### src/hw/scc_pkg.sv
// Shared constants, types and helpers for the serializer configuration block.
package scc_pkg;

    // ------------------------------------------------------------
    // Register map
    // ------------------------------------------------------------
    localparam logic [7:0] ADDR_LINK_CFG1 = 8'h04;
    localparam logic [7:0] ADDR_BUS_CTRL = 8'h05;
    localparam logic [7:0] RST_LINK_CFG1 = 8'h80;
    localparam logic [7:0] RST_BUS_CTRL = 8'h00;
    localparam logic [7:0] MASK_LINK_CFG1 = 8'haf;
    localparam logic [7:0] MASK_BUS_CTRL = 8'h1f;

    localparam int CFG1_FAILSAFE_BIT = 7;
    localparam int CFG1_CRC_CLEAR_BIT = 5;
    localparam int CFG1_LEGACY_SRC_BIT = 3;
    localparam int CFG1_LEGACY_BIT = 2;
    localparam int CFG1_LFR_SRC_BIT = 1;
    localparam int CFG1_LFR_BIT = 0;
    localparam int CTRL_SDA_DLY_LSB = 3;
    localparam int CTRL_WR_BLOCK_BIT = 2;
    localparam int CTRL_WD_FAST_BIT = 1;
    localparam int CTRL_WD_OFF_BIT = 0;

    // ------------------------------------------------------------
    // Timing
    // ------------------------------------------------------------
    localparam int CLK_FREQ_HZ = 125_000_000;
    localparam int CLK_PERIOD_NS = 8;
    localparam int WD_LONG_S = 1;
    localparam int WD_SHORT_MS = 50;
    localparam int WD_LONG_CYC = WD_LONG_S * CLK_FREQ_HZ;
    localparam int WD_SHORT_CYC = WD_SHORT_MS * (CLK_FREQ_HZ / 1000);
    localparam int RECOVER_HALF_NS = 5000;
    localparam int RECOVER_HALF_CYC = RECOVER_HALF_NS / CLK_PERIOD_NS;
    localparam int RECOVER_PULSES = 9;
    localparam int SDA_DLY_BASE_NS = 240;
    localparam int SDA_DLY_STEP_NS = 40;
    localparam logic [3:0] BYTE_BITS = 4'h8;

    // Arbitrary neutral slave address.
    localparam logic [6:0] DEV_ADDR_DEFAULT = 7'h2a;

    // ------------------------------------------------------------
    // Types
    // ------------------------------------------------------------
    typedef enum logic [3:0] {
        S_IDLE, S_ADDR, S_ACK_ADDR, S_REGP, S_ACK_REGP,
        S_WDAT, S_ACK_WDAT, S_RDAT, S_ACK_RDAT
    } scc_i2c_state_t;

    typedef enum logic {WD_WATCH, WD_PULSE} scc_wd_state_t;

    // Clock cycles from an SCL fall to the SDA update.
    function automatic logic [5:0] scc_sda_dly_cyc(input logic [1:0] sel);
        int ns;
        ns = SDA_DLY_BASE_NS + SDA_DLY_STEP_NS * int'(sel);
        return 6'(ns / CLK_PERIOD_NS);
    endfunction

endpackage

### src/hw/scc_bus_watchdog.sv
// Serial bus inactivity watchdog with idle detection and stuck-bus recovery.
`timescale 1ns/1ps
module scc_bus_watchdog import scc_pkg::*; #(
    parameter int LONG_CYC = WD_LONG_CYC,
    parameter int SHORT_CYC = WD_SHORT_CYC,
    parameter int HALF_CYC = RECOVER_HALF_CYC,
    parameter int CNT_W = 27,
    parameter int HALF_W = 16
) (
    input wire logic clk_in,
    input wire logic rst_in,
    input wire logic enable_in,
    input wire logic fast_in,
    input wire logic sda_in,
    input wire logic activity_in,
    output logic bus_free_out,
    output logic scl_oe_out,
    output logic recovering_out
);

    // ------------------------------------------------------------
    // Next state
    // ------------------------------------------------------------
    scc_wd_state_t st_q, st_d;
    logic [CNT_W-1:0] cnt_q, cnt_d, limit;
    logic [HALF_W-1:0] half_q, half_d;
    logic [4:0] edges_q, edges_d;
    logic scl_oe_q, scl_oe_d, free_q, free_d, idle_q, idle_d;

    always_comb begin
        limit = fast_in ? CNT_W'(SHORT_CYC - 1) : CNT_W'(LONG_CYC - 1);
        st_d = st_q;
        cnt_d = cnt_q;
        half_d = half_q;
        edges_d = edges_q;
        scl_oe_d = scl_oe_q;
        free_d = 1'b0;
        idle_d = idle_q;
        unique case (st_q)
            WD_WATCH: begin
                scl_oe_d = 1'b0;
                if (!enable_in || activity_in) begin
                    cnt_d = '0;
                    if (activity_in) begin
                        idle_d = 1'b0;
                    end
                end else if (cnt_q >= limit) begin
                    cnt_d = '0;
                    if (sda_in) begin
                        // Report a free bus once per quiet spell, not every period.
                        free_d = !idle_q;
                        idle_d = 1'b1;
                    end else begin
                        st_d = WD_PULSE;
                        half_d = '0;
                        edges_d = '0;
                        scl_oe_d = 1'b1;
                    end
                end else begin
                    cnt_d = cnt_q + CNT_W'(1);
                end
            end
            WD_PULSE: begin
                if (!enable_in) begin
                    st_d = WD_WATCH;
                    scl_oe_d = 1'b0;
                    cnt_d = '0;
                end else if (half_q == HALF_W'(HALF_CYC - 1)) begin
                    half_d = '0;
                    edges_d = edges_q + 5'h01;
                    if (edges_q == 5'(2 * RECOVER_PULSES - 1)) begin
                        st_d = WD_WATCH;
                        scl_oe_d = 1'b0;
                        cnt_d = '0;
                    end else begin
                        scl_oe_d = ~scl_oe_q;
                    end
                end else begin
                    half_d = half_q + HALF_W'(1);
                end
            end
        endcase
    end

    // ------------------------------------------------------------
    // State registers
    // ------------------------------------------------------------
    always_ff @(posedge clk_in) begin
        if (rst_in) begin
            st_q <= WD_WATCH;
            cnt_q <= '0;
            half_q <= '0;
            edges_q <= '0;
            scl_oe_q <= 1'b0;
            free_q <= 1'b0;
            idle_q <= 1'b0;
        end else begin
            st_q <= st_d;
            cnt_q <= cnt_d;
            half_q <= half_d;
            edges_q <= edges_d;
            scl_oe_q <= scl_oe_d;
            free_q <= free_d;
            idle_q <= idle_d;
        end
    end

    assign bus_free_out = free_q;
    assign scl_oe_out = scl_oe_q;
    assign recovering_out = (st_q == WD_PULSE);

endmodule

### src/hw/scc_serializer_config.sv
// Serial-bus configuration slave holding the link and bus control registers.
//
// Overview of operation
// Counter-clear bit holds CRC error counters cleared until software writes zero.
// Legacy-compat source bit picks register bit or strap pin.
// Legacy-compat register bit enables old-deserializer compatibility; default off.
// Frequency-range source bit picks register bit or strap pin.
// Low-frequency bit one selects 5 to 15 MHz, zero selects 15 to 85 MHz.
// Two-bit field sets SCL-to-SDA output delay 240 to 360 ns, 40 ns steps.
// Write-block bit refuses far-end writes to the local registers.
// Write-block bit never stops far-end access to local-side slaves.
// Watchdog expires after about 1 s, or about 50 ms when sped up.
// Watchdog-disable bit stops all watchdog detection and action.
// Quiet bus with SDA high for the timeout is treated as free.
// SDA stuck low at timeout triggers nine SCL clock pulses.
// Reserved bits read zero and writes to them do nothing.
`timescale 1ns/1ps
module scc_serializer_config import scc_pkg::*; #(
    parameter logic [6:0] DEV_ADDR = DEV_ADDR_DEFAULT,
    parameter int WD_LONG = WD_LONG_CYC,
    parameter int WD_SHORT = WD_SHORT_CYC,
    parameter int WD_HALF = RECOVER_HALF_CYC
) (
    input wire logic clk_in,
    input wire logic rst_in,
    input wire logic scl_in,
    input wire logic sda_in,
    output logic scl_out,
    output logic scl_oe_out,
    output logic sda_out,
    output logic sda_oe_out,
    input wire logic strap_legacy_compat_in,
    input wire logic strap_low_freq_in,
    input wire logic remote_req_in,
    input wire logic remote_local_in,
    input wire logic remote_wr_in,
    input wire logic [7:0] remote_addr_in,
    input wire logic [7:0] remote_wdata_in,
    output logic remote_done_out,
    output logic remote_refused_out,
    output logic [7:0] remote_rdata_out,
    output logic remote_fwd_out,
    output logic failsafe_low_out,
    output logic crc_clear_out,
    output logic legacy_compat_out,
    output logic low_frequency_range_out
);

    // ------------------------------------------------------------
    // Pin synchronisers
    // ------------------------------------------------------------
    logic scl_m_q, scl_s_q, scl_p_q;
    logic sda_m_q, sda_s_q, sda_p_q;
    logic lc_m_q, lc_s_q, lf_m_q, lf_s_q;
    logic scl_rise, scl_fall, start_det, stop_det, activity;

    always_ff @(posedge clk_in) begin
        if (rst_in) begin
            scl_m_q <= 1'b1;
            scl_s_q <= 1'b1;
            scl_p_q <= 1'b1;
            sda_m_q <= 1'b1;
            sda_s_q <= 1'b1;
            sda_p_q <= 1'b1;
            lc_m_q <= 1'b0;
            lc_s_q <= 1'b0;
            lf_m_q <= 1'b0;
            lf_s_q <= 1'b0;
        end else begin
            scl_m_q <= scl_in;
            scl_s_q <= scl_m_q;
            scl_p_q <= scl_s_q;
            sda_m_q <= sda_in;
            sda_s_q <= sda_m_q;
            sda_p_q <= sda_s_q;
            lc_m_q <= strap_legacy_compat_in;
            lc_s_q <= lc_m_q;
            lf_m_q <= strap_low_freq_in;
            lf_s_q <= lf_m_q;
        end
    end

    assign scl_rise = scl_s_q & ~scl_p_q;
    assign scl_fall = ~scl_s_q & scl_p_q;
    assign start_det = scl_s_q & scl_p_q & sda_p_q & ~sda_s_q;
    assign stop_det = scl_s_q & scl_p_q & ~sda_p_q & sda_s_q;
    assign activity = (scl_s_q ^ scl_p_q) | (sda_s_q ^ sda_p_q);

    // ------------------------------------------------------------
    // Register file
    // ------------------------------------------------------------
    logic [7:0] cfg1_q, cfg1_d, ctrl_q, ctrl_d;
    logic [7:0] rdata_q, rdata_d;
    logic done_q, done_d, refused_q, refused_d, fwd_q, fwd_d;
    logic legacy_q, legacy_d, lfr_q, lfr_d;
    logic i2c_wr, rem_take, rem_wr_ok;
    logic [7:0] i2c_waddr, i2c_wdata;

    // Unmapped addresses read as zero; reserved bits are never stored.
    function automatic logic [7:0] reg_read(input logic [7:0] addr);
        logic [7:0] v;
        v = 8'h00;
        if (addr == ADDR_LINK_CFG1) begin
            v = cfg1_q & MASK_LINK_CFG1;
        end else if (addr == ADDR_BUS_CTRL) begin
            v = ctrl_q & MASK_BUS_CTRL;
        end
        return v;
    endfunction

    always_comb begin
        cfg1_d = cfg1_q;
        ctrl_d = ctrl_q;
        rem_take = remote_req_in & remote_local_in;
        rem_wr_ok = rem_take & remote_wr_in & ~ctrl_q[CTRL_WR_BLOCK_BIT];
        refused_d = rem_take & remote_wr_in & ctrl_q[CTRL_WR_BLOCK_BIT];
        done_d = rem_take & ~refused_d;
        fwd_d = remote_req_in & ~remote_local_in;
        rdata_d = rdata_q;
        if (rem_take && !remote_wr_in) begin
            rdata_d = reg_read(remote_addr_in);
        end
        // A far-end write lands first so a same-cycle local write wins the register.
        if (rem_wr_ok && remote_addr_in == ADDR_LINK_CFG1) begin
            cfg1_d = remote_wdata_in & MASK_LINK_CFG1;
        end
        if (rem_wr_ok && remote_addr_in == ADDR_BUS_CTRL) begin
            ctrl_d = remote_wdata_in & MASK_BUS_CTRL;
        end
        if (i2c_wr && i2c_waddr == ADDR_LINK_CFG1) begin
            cfg1_d = i2c_wdata & MASK_LINK_CFG1;
        end
        if (i2c_wr && i2c_waddr == ADDR_BUS_CTRL) begin
            ctrl_d = i2c_wdata & MASK_BUS_CTRL;
        end
        legacy_d = cfg1_q[CFG1_LEGACY_SRC_BIT] ? cfg1_q[CFG1_LEGACY_BIT] : lc_s_q;
        lfr_d = cfg1_q[CFG1_LFR_SRC_BIT] ? cfg1_q[CFG1_LFR_BIT] : lf_s_q;
    end

    always_ff @(posedge clk_in) begin
        if (rst_in) begin
            cfg1_q <= RST_LINK_CFG1;
            ctrl_q <= RST_BUS_CTRL;
            rdata_q <= 8'h00;
            done_q <= 1'b0;
            refused_q <= 1'b0;
            fwd_q <= 1'b0;
            legacy_q <= 1'b0;
            lfr_q <= 1'b0;
        end else begin
            cfg1_q <= cfg1_d;
            ctrl_q <= ctrl_d;
            rdata_q <= rdata_d;
            done_q <= done_d;
            refused_q <= refused_d;
            fwd_q <= fwd_d;
            legacy_q <= legacy_d;
            lfr_q <= lfr_d;
        end
    end

    assign failsafe_low_out = cfg1_q[CFG1_FAILSAFE_BIT];
    assign crc_clear_out = cfg1_q[CFG1_CRC_CLEAR_BIT];
    assign legacy_compat_out = legacy_q;
    assign low_frequency_range_out = lfr_q;
    assign remote_done_out = done_q;
    assign remote_refused_out = refused_q;
    assign remote_rdata_out = rdata_q;
    assign remote_fwd_out = fwd_q;

    // ------------------------------------------------------------
    // Bus watchdog
    // ------------------------------------------------------------
    logic wd_free, wd_recover;

    scc_bus_watchdog #(
        .LONG_CYC(WD_LONG),
        .SHORT_CYC(WD_SHORT),
        .HALF_CYC(WD_HALF)
    ) u_wd (
        .clk_in(clk_in),
        .rst_in(rst_in),
        .enable_in(~ctrl_q[CTRL_WD_OFF_BIT]),
        .fast_in(ctrl_q[CTRL_WD_FAST_BIT]),
        .sda_in(sda_s_q),
        .activity_in(activity),
        .bus_free_out(wd_free),
        .scl_oe_out(scl_oe_out),
        .recovering_out(wd_recover)
    );

    assign scl_out = 1'b0;
    assign sda_out = 1'b0;

    // ------------------------------------------------------------
    // Serial slave protocol
    // ------------------------------------------------------------
    scc_i2c_state_t st_q, st_d;
    logic [7:0] shift_q, shift_d, ptr_q, ptr_d;
    logic [3:0] cnt_q, cnt_d;
    logic rw_q, rw_d, nack_q, nack_d;

    assign i2c_waddr = ptr_q;
    assign i2c_wdata = shift_q;

    always_comb begin
        st_d = st_q;
        shift_d = shift_q;
        ptr_d = ptr_q;
        cnt_d = cnt_q;
        rw_d = rw_q;
        nack_d = nack_q;
        i2c_wr = 1'b0;
        // Our own recovery clocks must not be decoded as a transfer.
        if (wd_recover || wd_free) begin
            st_d = S_IDLE;
        end else if (start_det) begin
            st_d = S_ADDR;
            cnt_d = 4'h0;
        end else if (stop_det) begin
            st_d = S_IDLE;
        end else begin
            unique case (st_q)
                S_IDLE: begin
                end
                S_ADDR, S_REGP, S_WDAT: begin
                    if (scl_rise) begin
                        shift_d = {shift_q[6:0], sda_s_q};
                        cnt_d = cnt_q + 4'h1;
                    end else if (scl_fall && cnt_q == BYTE_BITS) begin
                        cnt_d = 4'h0;
                        if (st_q == S_ADDR) begin
                            if (shift_q[7:1] == DEV_ADDR) begin
                                rw_d = shift_q[0];
                                st_d = S_ACK_ADDR;
                            end else begin
                                st_d = S_IDLE;
                            end
                        end else if (st_q == S_REGP) begin
                            ptr_d = shift_q;
                            st_d = S_ACK_REGP;
                        end else begin
                            i2c_wr = 1'b1;
                            st_d = S_ACK_WDAT;
                        end
                    end
                end
                S_ACK_ADDR: begin
                    if (scl_fall) begin
                        if (rw_q) begin
                            st_d = S_RDAT;
                            shift_d = reg_read(ptr_q);
                        end else begin
                            st_d = S_REGP;
                        end
                    end
                end
                S_ACK_REGP: begin
                    if (scl_fall) begin
                        st_d = S_WDAT;
                    end
                end
                S_ACK_WDAT: begin
                    if (scl_fall) begin
                        st_d = S_WDAT;
                        ptr_d = ptr_q + 8'h01;
                    end
                end
                S_RDAT: begin
                    if (scl_rise) begin
                        cnt_d = cnt_q + 4'h1;
                    end else if (scl_fall) begin
                        if (cnt_q == BYTE_BITS) begin
                            cnt_d = 4'h0;
                            st_d = S_ACK_RDAT;
                        end else begin
                            shift_d = {shift_q[6:0], 1'b0};
                        end
                    end
                end
                S_ACK_RDAT: begin
                    if (scl_rise) begin
                        nack_d = sda_s_q;
                    end else if (scl_fall) begin
                        if (nack_q) begin
                            st_d = S_IDLE;
                        end else begin
                            ptr_d = ptr_q + 8'h01;
                            shift_d = reg_read(ptr_q + 8'h01);
                            st_d = S_RDAT;
                        end
                    end
                end
            endcase
        end
    end

    always_ff @(posedge clk_in) begin
        if (rst_in) begin
            st_q <= S_IDLE;
            shift_q <= 8'h00;
            ptr_q <= 8'h00;
            cnt_q <= 4'h0;
            rw_q <= 1'b0;
            nack_q <= 1'b0;
        end else begin
            st_q <= st_d;
            shift_q <= shift_d;
            ptr_q <= ptr_d;
            cnt_q <= cnt_d;
            rw_q <= rw_d;
            nack_q <= nack_d;
        end
    end

    // ------------------------------------------------------------
    // Delayed SDA drive
    // ------------------------------------------------------------
    logic [5:0] dly_q, dly_d;
    logic run_q, run_d, oe_q, oe_d, want;

    // The delay counts from the synchronised fall, so pin delay adds two cycles.
    always_comb begin
        want = (st_q == S_ACK_ADDR) || (st_q == S_ACK_REGP) || (st_q == S_ACK_WDAT) ||
               (st_q == S_RDAT && !shift_q[7]);
        dly_d = dly_q;
        run_d = run_q;
        oe_d = oe_q;
        if (st_q == S_IDLE) begin
            oe_d = 1'b0;
            run_d = 1'b0;
        end else if (scl_fall) begin
            dly_d = scc_sda_dly_cyc(ctrl_q[CTRL_SDA_DLY_LSB +: 2]);
            run_d = 1'b1;
        end else if (run_q) begin
            if (dly_q == 6'h00) begin
                oe_d = want;
                run_d = 1'b0;
            end else begin
                dly_d = dly_q - 6'h01;
            end
        end
    end

    always_ff @(posedge clk_in) begin
        if (rst_in) begin
            dly_q <= 6'h00;
            run_q <= 1'b0;
            oe_q <= 1'b0;
        end else begin
            dly_q <= dly_d;
            run_q <= run_d;
            oe_q <= oe_d;
        end
    end

    assign sda_oe_out = oe_q;

endmodule

### config.mk
export PLATFORM = sky130hd
export DESIGN_NAME = scc_serializer_config
export DESIGN_NICKNAME = d
export VERILOG_FILES = /design/src/hw/scc_pkg.sv /design/src/hw/scc_bus_watchdog.sv /design/src/hw/scc_serializer_config.sv
export SDC_FILE = /design/constraint.sdc
export NUM_CORES = 1
export LEC_CHECK = 0
export ABC_AREA = 1
export ABC_CLOCK_PERIOD_IN_PS = 3700
export BUFFER_PORTS_ARGS = -buffer_cell sky130_fd_sc_hd__clkbuf_2
export CAP_MARGIN = 0
export CORE_MARGIN = 2
export CORE_UTILIZATION = 55
export CTS_BUF_LIST = sky130_fd_sc_hd__clkbuf_8
export CTS_CLUSTER_SIZE = 14
export DETAILED_ROUTE_END_ITERATION = 12
export PLACE_DENSITY = 0.73
export RECOVER_POWER = 25
export SKIP_CTS_REPAIR_TIMING = 1
export SLEW_MARGIN = 40
export SYNTH_ARGS = -nofsm -noshare
export SYNTH_HDL_FRONTEND = slang
export SYNTH_HIERARCHICAL = 1
export SYNTH_SLANG_ARGS = --single-unit
### constraint.sdc
create_clock -name clk_in -period 3.7 [get_ports clk_in]
set_clock_uncertainty 0.15 [all_clocks]
set_input_delay 0.37 -clock clk_in [delete_from_list [all_inputs] [get_ports clk_in]]
set_output_delay 0.37 -clock clk_in [all_outputs]
set_load 0.05 [all_outputs]
## Yosys cells after proc, flatten, opt, wreduce, memory -nomap -nowiden

Cells that the tools add are included.

| operators by class | value |
|---|---|
| add/sub/neg operators | 8 |
| multiply operators | 1 |
| order comparisons | 1 |
| equality and inequality tests | 56 |
| muxes and demuxes | 104 |
| bitwise gates (word level) | 33 |
| reductions and logical operators | 47 |

Operator list:

| kind | number |
|---|---|
| 8-bit 2-to-1 mux | 22 |
| 27-bit 2-to-1 mux | 6 |
| 16-bit 2-to-1 mux | 5 |
| 4-bit 2-to-1 mux | 17 |
| 27-bit one-hot mux with 2 select lines | 1 |
| 5-bit 2-to-1 mux | 10 |
| 8-bit by 3-bit == test with 1-bit output, second input constant | 6 |
| 4-bit inequality test, second input constant | 11 |
| 2-bit inequality test, second input constant | 21 |
| 16-bit one-hot mux with 2 select lines | 1 |
| 8-bit one-hot mux with 4 select lines | 1 |
| 1-bit 2-to-1 mux | 28 |
| 27-bit by 1-bit adder with 27-bit output, second input constant | 1 |
| 27-bit >= comparator | 1 |
| 8-bit one-hot mux with 3 select lines | 1 |
| 4-bit one-hot mux with 5 select lines | 1 |
| 10-bit AND reduction | 2 |
| 6-bit 2-to-1 mux | 3 |
| 16-bit by 1-bit adder with 16-bit output, second input constant | 1 |
| 16-bit by 10-bit == test with 1-bit output, second input constant | 1 |
| 4-bit by 3-bit == test with 1-bit output, second input constant | 4 |
| 1-bit inverter | 16 |
| 1-bit AND | 13 |
| 13-bit AND reduction | 1 |
| other kinds (44) | 76 |

| word-level totals | value |
|---|---|
| register bits after elaboration | 120 |
| input port bits | 25 |
| output and inout port bits | 19 |
| logic and storage cells | 285 |

## Logic depth before layout (Yosys ltp)

Gate-level depths: netlist of run 1.

| logic depth | value |
|---|---|
| depth after elaboration | 11 |
| depth in mapped cells | 15 |
| gate-level depth less buffers | 15 |

## Cells and area by module

Netlist of run 1, hierarchy kept.

Modules (own cells, without submodules):

| module | instances | cells each | area an instance (um^2) | sequential area each (um^2) |
|---|---|---|---|---|
| scc_serializer_config | 1 | 587 | 3935.0 | 1341.3 |
| scc_bus_watchdog | 1 | 587 | 3736.1 | 1041.0 |

## Worst setup path after synthesis of run 1

No wires, ideal clock.

| timing path | value |
|---|---|
| kind | reg2reg |
| from | register ctrl_q[1] |
| to | register u_wd.half_q[13] |
| data arrival time | 1871 ps |
| required time | 3407 ps |
| path slack | 1535 ps |
| stages on the path, launching flop included | 14 |
| path buffers | 1 |
| period minus slack after synthesis | 2165 ps |
| path through | dfxtp_1 > inv_1 > ha_1 > nand2_1 > inv_1 > a21oi_1 > nand3_1 > nand2_2 > nand3_2 > nand2_4 > nand2_8 > buf_12 > nand2_2 > a21oi_2 |

| on the way | value |
|---|---|
| longest elaborated chain between the ends | 4 |

RTL lines:

| item | RTL line | source |
|---|---|---|
| from (decl) | scc_serializer_config.sv:92 | `logic [7:0] cfg1_q, cfg1_d, ctrl_q, ctrl_d;` |
| from (signal assigned) | scc_serializer_config.sv:152 | `ctrl_q <= ctrl_d;` |
| 27-bit 2-to-1 mux | scc_bus_watchdog.sv:31 | `limit = fast_in ? CNT_W'(SHORT_CYC - 1) : CNT_W'(LONG_CYC - 1);` |
| 27-bit >= comparator | scc_bus_watchdog.sv:47 | `end else if (cnt_q >= limit) begin` |
| 2-bit by 1-bit inequality test with 1-bit output (no source line) | - |  |
| 4-bit AND reduction (no source line) | - |  |
| to (signal assigned) | scc_bus_watchdog.sv:100 | `half_q <= half_d;` |
| to (decl) | scc_bus_watchdog.sv:26 | `logic [HALF_W-1:0] half_q, half_d;` |

Every way passes these cells.
A chain may end at the register's enable or synchronous reset.

==> results of run 1 <==
-- logic make-up (layout without fill, tap and decap cells) --
group                    after synthesis  after routing  synth area share, %
other                                  1              3               0.0489
XOR/XNOR                              12             12                 1.37
adder cells (fa/ha/maj)               29             29                 4.73
AND/OR/NAND/NOR                      653            653                 39.4
AO/OA/AOI/OAI                        162            162                 12.6
flip-flops                           119            119                 31.1
buffers and inverters                198            249                 10.8
-- per-stage QoR --
| stage | worst slack, ns | power, mW | area [sq um] | cells | hold slack [ns] |
|---|---|---|---|---|---|
| floorplan | 1.54 | 1.98 | 7680 | 1176 | 0.238 |
| global placement | 1.11 | 2.10 | 7930 | 1369 | 0.243 |
| detailed placement | 1.04 | 2.11 | 7930 | 1369 | 0.243 |
| CTS | 1.02 | 3.27 | 8310 | 1401 | -0.0871 |
| global route | 0.751 | 3.43 | 8340 | 1407 | 0.0123 |
| finish | 0.908 | 3.25 | 8340 | 1407 | -0.0115 |
-- synth_stat cells (all sizes together), types with 7 or more instances --
cell    count
clkbuf     10
nor3       34
ha         29
dfxtp     119
nand4      23
nor4        7
a21oi      67
inv       168
xor2       11
o21ai      59
or2         8
a211oi      8
nor2      178
o211ai     13
buf        19
nand2     282
nand3     113
-- flip-flops by register name (all words and copies together) (netlist names), 4 cells and up --
register	flops
u_wd/half_q	16
st_q	4
u_wd/edges_q	5
i2c_wdata	8
cfg1_q	6
u_wd/cnt_q	27
i2c_waddr	8
ctrl_q	5
cnt_q	4
remote_rdata_out	7
dly_q	6
-- worst max-delay path: stages --
cell      delay [ns]
clkbuf_1        0.59
inv_1           0.28
clkbuf_1        1.27
o21ai_0         0.28
a21oi_1         0.20
-- worst paths after layout --
check                          from  depth (start not counted)                            to
max                          rst_in                          5  legacy_compat_out$_SDFF_PP0_
min                   remote_req_in                          3     remote_fwd_out$_SDFF_PP0_
max reg2reg  ctrl_q[1]$_SDFFE_PP0P_                         12  u_wd/half_q[15]$_SDFFE_PP0P_
min reg2reg       lf_m_q$_SDFF_PP0_                          2             lf_s_q$_SDFF_PP0_
-- per-layer routing --
| layer | vias up | GRT usage [%] | wire length [um] |
|---|---|---|---|
| met5 | - | 0 | 0 |
| met4 | 0 | 8.05 | 206 |
| met3 | 22 | 5.57 | 1180 |
| met2 | 244 | 39.8 | 8110 |
| met1 | 3307 | 34.4 | 8710 |
| li1 | 3884 | - | - |
-- cell type report --
type / count / area [sq um]
tap: 180 / 225
timing repair buffer: 48 / 249
inverter: 169 / 637
sequential: 119 / 2380
multi-input combinational: 859 / 4470
fill: 1378 / 5430
clock inverter: 15 / 144
clock buffer: 17 / 234
-- placed cells by master, fill, tap and decap left out, types with 23 or more instances in the layout --
cell / n
nand2_1: 255
nor3_1: 31
inv_1: 154
dfxtp_1: 119
nand3_1: 102
a21oi_1: 54
nor2_1: 166
o21ai_0: 41
ha_1: 29
nand2_2: 23
-- power by group --
part	internal, mW	switching (mW)
clock	0.547	0.617
sequential	1.34	0.0645
combinational	0.213	0.472
total	2.10	1.15
==> out/metrics.yaml, run 1 <==
status:
  status: "complete, but fails checks"
  violations: "hold timing, capacitance limit, slew limit"
synth:
  syn_inst: 1174
  synth_area_per_cell_sq_um: 6.53
  synth_top_area_share_pct: 31.1
  yosysSeqAreaShare_pct: 31.1
  yosysWarnings: 6
  yosys_most_used_dff: "dfxtp_1"
  synthTopCellsByArea: "dfxtp_1 (31%), nand2_1 (12%), nor2_1 (8.1%), inv_1 (7.5%), nand3_1 (6.7%)"
  ys_ff_latch: 119
  yosysTopAreaCell: "dfxtp_1"
  synthDistinctLibCells: 55
  synth_edf_count: 0
  netlist_area_sq_mm: 0.00767
  ys_async_sr_fraction_pct: 0
worst_hold_path:
  hold_path_class: "input port to flop"
clocking:
  cts_buffer_depth: 2
  cts_buffers: 17
  path_clk_slew_ns: 0.08
  cts.sinks: 119
  cts-root-buf: "clkbuf_8"
  cts_tree: "built"
  htreeDepth: 4
  insertion_delay_ns: 0.45
placed_design:
  numPortBuffers: 39
  place_hpwl_um: 13000
  gp_congestion: 0.918
timing:
  setup_viol: 0
  rsz0062_at_grt: "no"
  clock.fmax_mhz: 358
  min_period_ns: 2.79
  timing.hold.ws_ns: -0.0115
  fin_setup_tns_ns: 0
  finalCritPeriodShare_pct: 75.5
  drv_slew: 68
  hold_viol_final: 1
  maxSlewHeadroom_pct: -15.0
  worst_pin_slew_ns: 1.73
global_route:
  grt_pass1_wl_um: 30700
  antenna_found_initial: 0
  grt_overflow: 0
  grt_max_degree: 39
  grt_pass1_vias: 6677
  grtUsageTotal_pct: 25.3
pwr:
  p_per_area_mw_per_mm2: 390
  ir_drop_uv: 295
  leakage_nw: 3.59
setup_path:
  worstSetupPathType: "input port to flop"
  cp.required_ns: 3.93
  end_kind: "flop"
  cp_max_fo: 38
  critPathLaunchType: "input port"
  cp.arrival_ns: 3.03
  r2r_setup_slack_ns: 1.01
floorplan:
  die_h_um: 122
  die_area_sq_mm: 0.0149
  rows: 43
  fp.dieW_um: 122
  io_pins: 44
  core_sq_mm: 0.0138
  start_util_pct: 55.7
detailed_routing:
  drtPass1Iterations: 5
  dr_total_vias: 7457
  avgViaCountPerCell: 5.30
  ant_nets: 0
  drt_iter0_drc: 479
  wl_um: 18200
  wire_per_inst_um: 12.9
  drc: 0
cells_and_area:
  diodes: 0
  nets: 1268
  final_core_util_pct: 60.5
  drive_gt1_share_pct: 12.2
  area_delta_synth_final_pct: 8.71
run:
  max_cap_violations: 2
(Power assumes the default switching activity.)
==> inputs of run 2 (changes only) <==
--- a/config.mk
+++ b/config.mk
@@ -5,8 +5,8 @@
 export SDC_FILE = /design/constraint.sdc
 export NUM_CORES = 1
 export LEC_CHECK = 0
-export ABC_AREA = 1
-export ABC_CLOCK_PERIOD_IN_PS = 3700
+export ABC_AREA = 0
+export ABC_CLOCK_PERIOD_IN_PS = 2700
 export BUFFER_PORTS_ARGS = -buffer_cell sky130_fd_sc_hd__clkbuf_2
 export CAP_MARGIN = 0
 export CORE_MARGIN = 2
==> constraint.sdc (replaced) <==
create_clock -name clk_in -period 2.7 [get_ports clk_in]
set_clock_uncertainty 0.15 [all_clocks]
set_input_delay 0.27 -clock clk_in [delete_from_list [all_inputs] [get_ports clk_in]]
set_output_delay 0.27 -clock clk_in [all_outputs]
set_load 0.05 [all_outputs]
==> run 2 against run 1 <==
Net effect:
- the flow finishes with violations (hold timing)
- register-to-register slack got worse by 0.89 ns
- hold slack improved by 0.0086 ns
- sequential power rose by 37%
- critical path depth rose by 3
- synthesized cell count fell by 31%
- first-iteration DRC count fell by 30%
- die area fell by 11%
- global-route usage rose by 0.42 points
- worst setup slack got worse by 0.79 ns
- final area fell by 5.5%
- power rose by 42%
==> out/metrics.yaml, run 2 <==
status:
  status: "complete, but fails checks"
  violations: "hold timing"
detailed_routing:
  drt_iter0_drc: 336  # -30%
  ant_nets: 0  # unchanged
  dr_total_vias: 6290  # -16%
  drtPass1Iterations: 7  # +2
  wire_per_inst_um: 15.7  # +21%
  wl_um: 16600  # -8.9%
  avgViaCountPerCell: 5.96  # +12%
  drc: 0  # unchanged
timing:
  min_period_ns: 2.58
  setup_viol: 0  # unchanged
  fin_ws_ns: 0.116  # -0.792 ns
  drv_slew: 0  # -100%
  clock.fmax_mhz: 387
  rsz0062_at_grt: "yes"
  finalCritPeriodShare_pct: 95.7
  worst_pin_slew_ns: 0.904  # -0.821 ns
  maxSlewHeadroom_pct: 39.7  # +55 points
  hold_viol_final: 1  # unchanged
  timing.hold.ws_ns: -0.00294  # +0.00859 ns
cells_and_area:
  seqCellArea_sq_mm: 0.00238  # about the same
  area_delta_synth_final_pct: 15.3
  top_regs: "u_wd/cnt_q x27, u_wd/half_q x16"
  final_cell_mix: "dfxtp_1 (118), nor2_1 (95), nand2_1 (77)"
  fillCellCount: 1020  # -26%
  multi_input_area_sq_mm: 0.00412  # -7.8%
  diodes: 0  # unchanged
  largest_register: "u_wd/cnt_q"
  nets: 929  # -27%
  layout_commonest_cell: "dfxtp_1"
  largest_register_ff_count: 27  # unchanged
  final_cells: 1056  # -25%
  drive_gt1_share_pct: 15.3  # +3.1 points
synth:
  synth_area_per_cell_sq_um: 8.40  # +29%
  ys_async_sr_fraction_pct: 0  # unchanged
  synth_top_area_share_pct: 34.9  # +3.8 points
  synthTopCellsByArea: "dfxtp_1 (35%), ha_1 (5.3%), nor2_1 (5.2%), nand2_1 (4.3%), mux2i_1 (3.4%)"
  yosysSeqAreaShare_pct: 34.9  # +3.8 points
  synth_edf_count: 0  # unchanged
  netlist_area_sq_mm: 0.00684  # -11%
  yosysMostFrequentCell: "dfxtp_1"
  ys_ff_latch: 119  # unchanged
  yosys_most_used_dff: "dfxtp_1"
  yosysWarnings: 6  # unchanged
  synthDistinctLibCells: 77  # +40%
  syn_inst: 814  # -31%
  synth_common_cells: "dfxtp_1 (119), nor2_1 (95), nand2_1 (78)"
  yosysTopAreaCell: "dfxtp_1"
global_route:
  grt_pass1_vias: 6004  # -10%
  grt_overflow: 0  # unchanged
  grt_max_degree: 79  # +100%
  grt_pass1_wl_um: 27600  # -10%
  grtUsageTotal_pct: 25.7  # +0.42 points
  antenna_found_initial: 0  # unchanged
setup_path:
  cp_max_fo: 8  # -79%
  end_kind: "flop"
  critPathLaunchType: "flop"
  r2r-start: "ctrl_q[1]$_SDFFE_PP0P_"
  worstSetupStartpoint: "ctrl_q[1]$_SDFFE_PP0P_"
  cp.arrival_ns: 2.79  # -0.24 ns
  worstSetupPathType: "flop to flop"
  r2r_setup_slack_ns: 0.12  # -0.89 ns
  cp.required_ns: 2.91  # -1.02 ns
floorplan:
  core_sq_mm: 0.0121  # -12%
  io_pins: 44  # unchanged
  die_area_sq_mm: 0.0133  # -11%
  start_util_pct: 56.7  # +0.97 points
  fp.dieW_um: 115  # -5.4%
  die_h_um: 115  # -5.4%
  rows: 40  # -7.0%
clocking:
  cts_buffer_depth: 2  # unchanged
  cts.sinks: 119  # unchanged
  cts_tree: "built"
  htreeDepth: 4  # unchanged
  insertion_delay_ns: 0.45  # about the same
  cts-root-buf: "clkbuf_8"
  path_clk_slew_ns: 0.07  # about the same
  cts_buffers: 17  # unchanged
pwr:
  power_frac_clock_pct: 40.5  # +4.7 points
  total_power_mw: 4.61  # +42%
  ir_drop_uv: 381  # +29%
  p_switching_mw: 1.33  # +16%
  pwr-share-comb_pct: 18.0  # -3.0 points
  power_frac_seq_pct: 41.6  # -1.6 points
  p_per_area_mw_per_mm2: 585  # +50%
  intPower_mw: 3.28  # +56%
  leakage_nw: 2.88  # -20%
  swShare_pct: 28.9  # -6.6 points
placed_design:
  place_ws_ns: 0.0609  # -0.980 ns
  gp_congestion: 0.892  # -2.9%
  placed_cells: 1015  # -26%
  place_hpwl_um: 11600  # -11%
  numPortBuffers: 39  # unchanged
worst_hold_path:
  min-delay-start: "remote_req_in"
  hold_path_class: "input port to flop"
run:
  max_cap_violations: 0  # -2
[run 2: power by group through the flow]
stage	Sequential (mW)	Combinational [mW]	Clock, mW
global route	1.92	0.913	1.97
floorplan	1.93	0.603	0
global placement	1.95	0.782	0
finish	1.92	0.829	1.87
CTS	1.91	0.811	1.90
detailed placement	1.95	0.807	0
[run 2: critical path: stages (launching register included)]
cell      delay [ns]
dfxtp_2         0.35
ha_1            0.29
a2111o_1        0.38
a221oi_2        0.24
o21ai_2         0.11
a211o_1         0.30
a22o_4          0.25
buf_4           0.18
a311oi_2        0.24
[run 2: final cells by class]
type                            instances  share of cell area [%]
Timing Repair Buffer                   84                    7.26
Inverter                               37                    1.76
Sequential cell                       119                    30.2
Clock inverter                         14                    2.62
Tap cell                              168                    2.67
Clock buffer                           18                    3.14
Multi-Input combinational cell        616                    52.3
[run 2: routing by layer]
metal  track usage [%]  vias up  share of wire (%)
met4              10.9        0                2.4
met5                 0        -                  0
li1                  -     3066                  -
met2              44.1      172                 50
met1              31.4     3017                 43
met3              5.18       35                4.1
[run 2: through the flow]
| step | util (%) | hold slack (ns) | setup TNS, ns | area (sq um) |
|---|---|---|---|---|
| 2_1_floorplan | - | 0.196 | 0 | 6840 |
| 3_3_place_gp | 60.9 | 0.261 | 0 | 7340 |
| 3_5_place_dp | 60.9 | 0.272 | 0 | 7340 |
| 4_1_cts | 64.6 | -0.170 | 0 | 7800 |
| 5_1_grt | 65.3 | -0.00921 | -0.0455 | 7880 |
| 6_report | 65.3 | -0.00294 | 0 | 7880 |
[run 2: final timing paths]
path,endpoint,cells past startpoint
hold reg to reg,u_wd/bus_free_out$_SDFF_PP0_,1
setup reg to reg,u_wd/half_q[6]$_SDFFE_PP0P_,8
setup / recovery,u_wd/half_q[6]$_SDFFE_PP0P_,8
hold / removal,remote_done_out$_SDFF_PP0_,3
[run 2: logic make-up after synthesis]
logic type | after synthesis | synth area share (%)
and+or+nand+nor | 353 | 27.0
AOI/OAI and AO/OA | 177 | 20.1
DFF | 119 | 34.9
buffers and inverters | 81 | 5.18
adders and majority gates | 29 | 5.31
xor gates and xnor gates | 28 | 3.59
muxes | 26 | 3.86
other | 1 | 0.0549
==> inputs of run 3 (changes only) <==
--- a/config.mk
+++ b/config.mk
@@ -9,7 +9,6 @@
 export ABC_CLOCK_PERIOD_IN_PS = 2700
 export BUFFER_PORTS_ARGS = -buffer_cell sky130_fd_sc_hd__clkbuf_2
 export CAP_MARGIN = 0
-export CORE_MARGIN = 2
 export CORE_UTILIZATION = 55
 export CTS_BUF_LIST = sky130_fd_sc_hd__clkbuf_8
 export CTS_CLUSTER_SIZE = 14
==> run 3 against run 2 <==
Net effect:
- the flow still finishes with violations (hold timing)
- critical path depth unchanged
- clock power increased by 4%
- register-to-register slack got worse by 0.04 ns
- utilization about the same
- sequential power about the same
- non-clock buffer count unchanged
- first-iteration DRC count increased by 1.2%
- global-route usage increased by 0.19 points
- final area about the same
- power increased by 1.4%
- critical path type unchanged
- largest power group is now the clock network
==> out/metrics.yaml, run 3 (synthesized netlist as in run 2, its figures left out) <==
timing:
  fin_ws_ns: 0.0788  # -0.0368 ns
  drv_slew: 0  # unchanged
  min_period_ns: 2.62  # +0.0368 ns
  rsz0062_at_grt: "no"
  timing.hold.ws_ns: -0.00437  # -0.00143 ns
  setup_viol: 0  # unchanged
  finalCritPeriodShare_pct: 97.1  # +1.4 points
  maxSlewHeadroom_pct: 52.7  # +13 points
  fin_setup_tns_ns: 0  # unchanged
  hold_viol_final: 2  # +1
  worst_pin_slew_ns: 0.707  # -0.197 ns
  clock.fmax_mhz: 382  # -1.4%
setup_path:
  r2r_setup_slack_ns: 0.08  # -0.04 ns
  critPathLaunchType: "flop"
  r2r-end: "u_wd/half_q[12]$_SDFFE_PP0P_"
  worstSetupStartpoint: "ctrl_q[1]$_SDFFE_PP0P_"
  end_kind: "flop"
  cp.required_ns: 2.91  # about the same
  worstSetupPathType: "flop to flop"
  path_cells: "ha_1 -> a2111o_1 -> a221oi_2 -> o21ai_2 -> a211o_1 -> a22o_1 -> buf_6 -> a311oi_2"
  r2r_cells: 8  # unchanged
  cp_slowest_stage_delay_ns: 0.39  # about the same
  cp_max_fo: 12  # +4
  crit_path_top_delay_cell: "a2111o_1"
  r2r-start: "ctrl_q[1]$_SDFFE_PP0P_"
  cp.arrival_ns: 2.83  # +0.04 ns
  endpoint: "u_wd/half_q[12]$_SDFFE_PP0P_"
  path_depth: 8  # unchanged
  critPathTopFamily: "compound AO/OA/AOI/OAI gates"
  path_buf_inv: 1  # unchanged
status:
  status: "complete, but fails checks"
  violations: "hold timing"
placed_design:
  gp_congestion: 0.894  # +0.26%
  post_dp_cell_area_sq_mm: 0.00730  # -0.55%
  place_ws_ns: 0.0411  # -0.0198 ns
  numPortBuffers: 39  # unchanged
  place_hpwl_um: 11300  # -2.9%
  placed_cells: 1013  # -0.20%
detailed_routing:
  wl_um: 16200  # -2.6%
  drtPass1Iterations: 5  # -2
  drt_iter0_drc: 340  # +1.2%
  dr_total_vias: 6212  # -1.2%
  drc: 0  # unchanged
  wire_per_inst_um: 15.3  # -2.6%
  avgViaCountPerCell: 5.88  # -1.2%
  ant_nets: 0  # unchanged
pwr:
  leakage_nw: 2.87  # -0.18%
  p_per_area_mw_per_mm2: 594  # +1.5%
  ir_drop_uv: 422  # +11%
  total_power_mw: 4.68  # +1.4%
floorplan:
  core_sq_mm: 0.0121  # unchanged
  rows: 40  # unchanged
  die_area_sq_mm: 0.0129  # -3.4%
  start_util_pct: 56.7  # unchanged
  die_h_um: 113  # -1.7%
  fp.dieW_um: 113  # -1.7%
  io_pins: 44  # unchanged
clocking:
  cts_buffer_depth: 2  # unchanged
  path_clk_slew_ns: 0.07  # about the same
  insertion_delay_ns: 0.45  # about the same
  cts-root-buf: "clkbuf_8"
  cts_tree: "built"
  cts_buffers: 17  # unchanged
  cts.sinks: 119  # unchanged
  htreeDepth: 4  # unchanged
global_route:
  grt_pass1_wl_um: 26800  # -3.1%
  antenna_found_initial: 0  # unchanged
  grt_overflow: 0  # unchanged
  grt_max_degree: 45  # -43%
  grtUsageTotal_pct: 25.9  # +0.19 points
  grt_pass1_vias: 5643  # -6.0%
cells_and_area:
  final_cells: 1056  # unchanged
  layout_commonest_cell: "dfxtp_1"
  diodes: 0  # unchanged
  largest_register: "u_wd/cnt_q"
  final_cell_mix: "dfxtp_1 (118), nor2_1 (95), nand2_1 (78)"
  top_regs: "u_wd/cnt_q x27, u_wd/half_q x16"
  area_delta_synth_final_pct: 15.2  # about the same
  final_core_util_pct: 65.3  # about the same
  drive_gt1_share_pct: 15.0  # -0.34 points
  final_cell_area_sq_mm: 0.00788  # about the same
  nets: 929  # unchanged
  largest_register_ff_count: 27  # unchanged
run:
  max_cap_violations: 0  # unchanged
worst_hold_path:
  hold_path_class: "input port to flop"
-- run 3: cell types whose count changed in the layout (fill, tap and decap cells not counted), sizes merged --
cell / previous run / this run
buf: 36 / 33
clkbuf: 57 / 61
clkinv: 2 / 3
clkinvlp: 4 / 2
dlygate4sd3: 9 / 11
inv: 40 / 38
-- run 3: per-layer routing --
layer / track usage, % / vias to the layer above / wire length (um)
li1: - / 3066 / -
met1: 33.0 / 2950 / 7290
met2: 42.2 / 166 / 7730
met3: 5.69 / 30 / 761
met4: 11.2 / 0 / 385
met5: 0 / - / 0
-- run 3: area by class of cell --
type	count	area, sq um
fill	1010	4180
multi-input combinational	616	4110
sequential	119	2380
timing repair buffer	84	552
clock buffer	21	289
tap	168	210
clock inverter	11	193
inverter	37	139
-- run 3: tightest hold or removal path, cell delays in order --
cell and delay, ns:
clkbuf_2 0.09, a21oi_1 0.11, a211oi_1 0.07
-- run 3: worst min path at each step --
stage	startpoint	end	slack, ns	cells after the start
CTS	sda_in	sda_m_q$_SDFF_PP1_	-0.17	2
global route	remote_wdata_in[5]	cfg1_q[5]$_SDFFE_PP0P_	0.008	3
floorplan	remote_local_in	remote_fwd_out$_SDFF_PP0_	0.20	1
global placement	u_wd/idle_q$_SDFFE_PP0P_	u_wd/bus_free_out$_SDFF_PP0_	0.26	1
detailed placement	u_wd/idle_q$_SDFFE_PP0P_	u_wd/bus_free_out$_SDFF_PP0_	0.27	1
finish	remote_wdata_in[2]	ctrl_q[2]$_SDFFE_PP0P_	-0.004	3
-- run 3: report_power, final --
group	internal [mW]	switching (mW)	total (mW)
clock network	1.20	0.750	1.95
registers	1.83	0.0753	1.90
logic	0.332	0.494	0.826
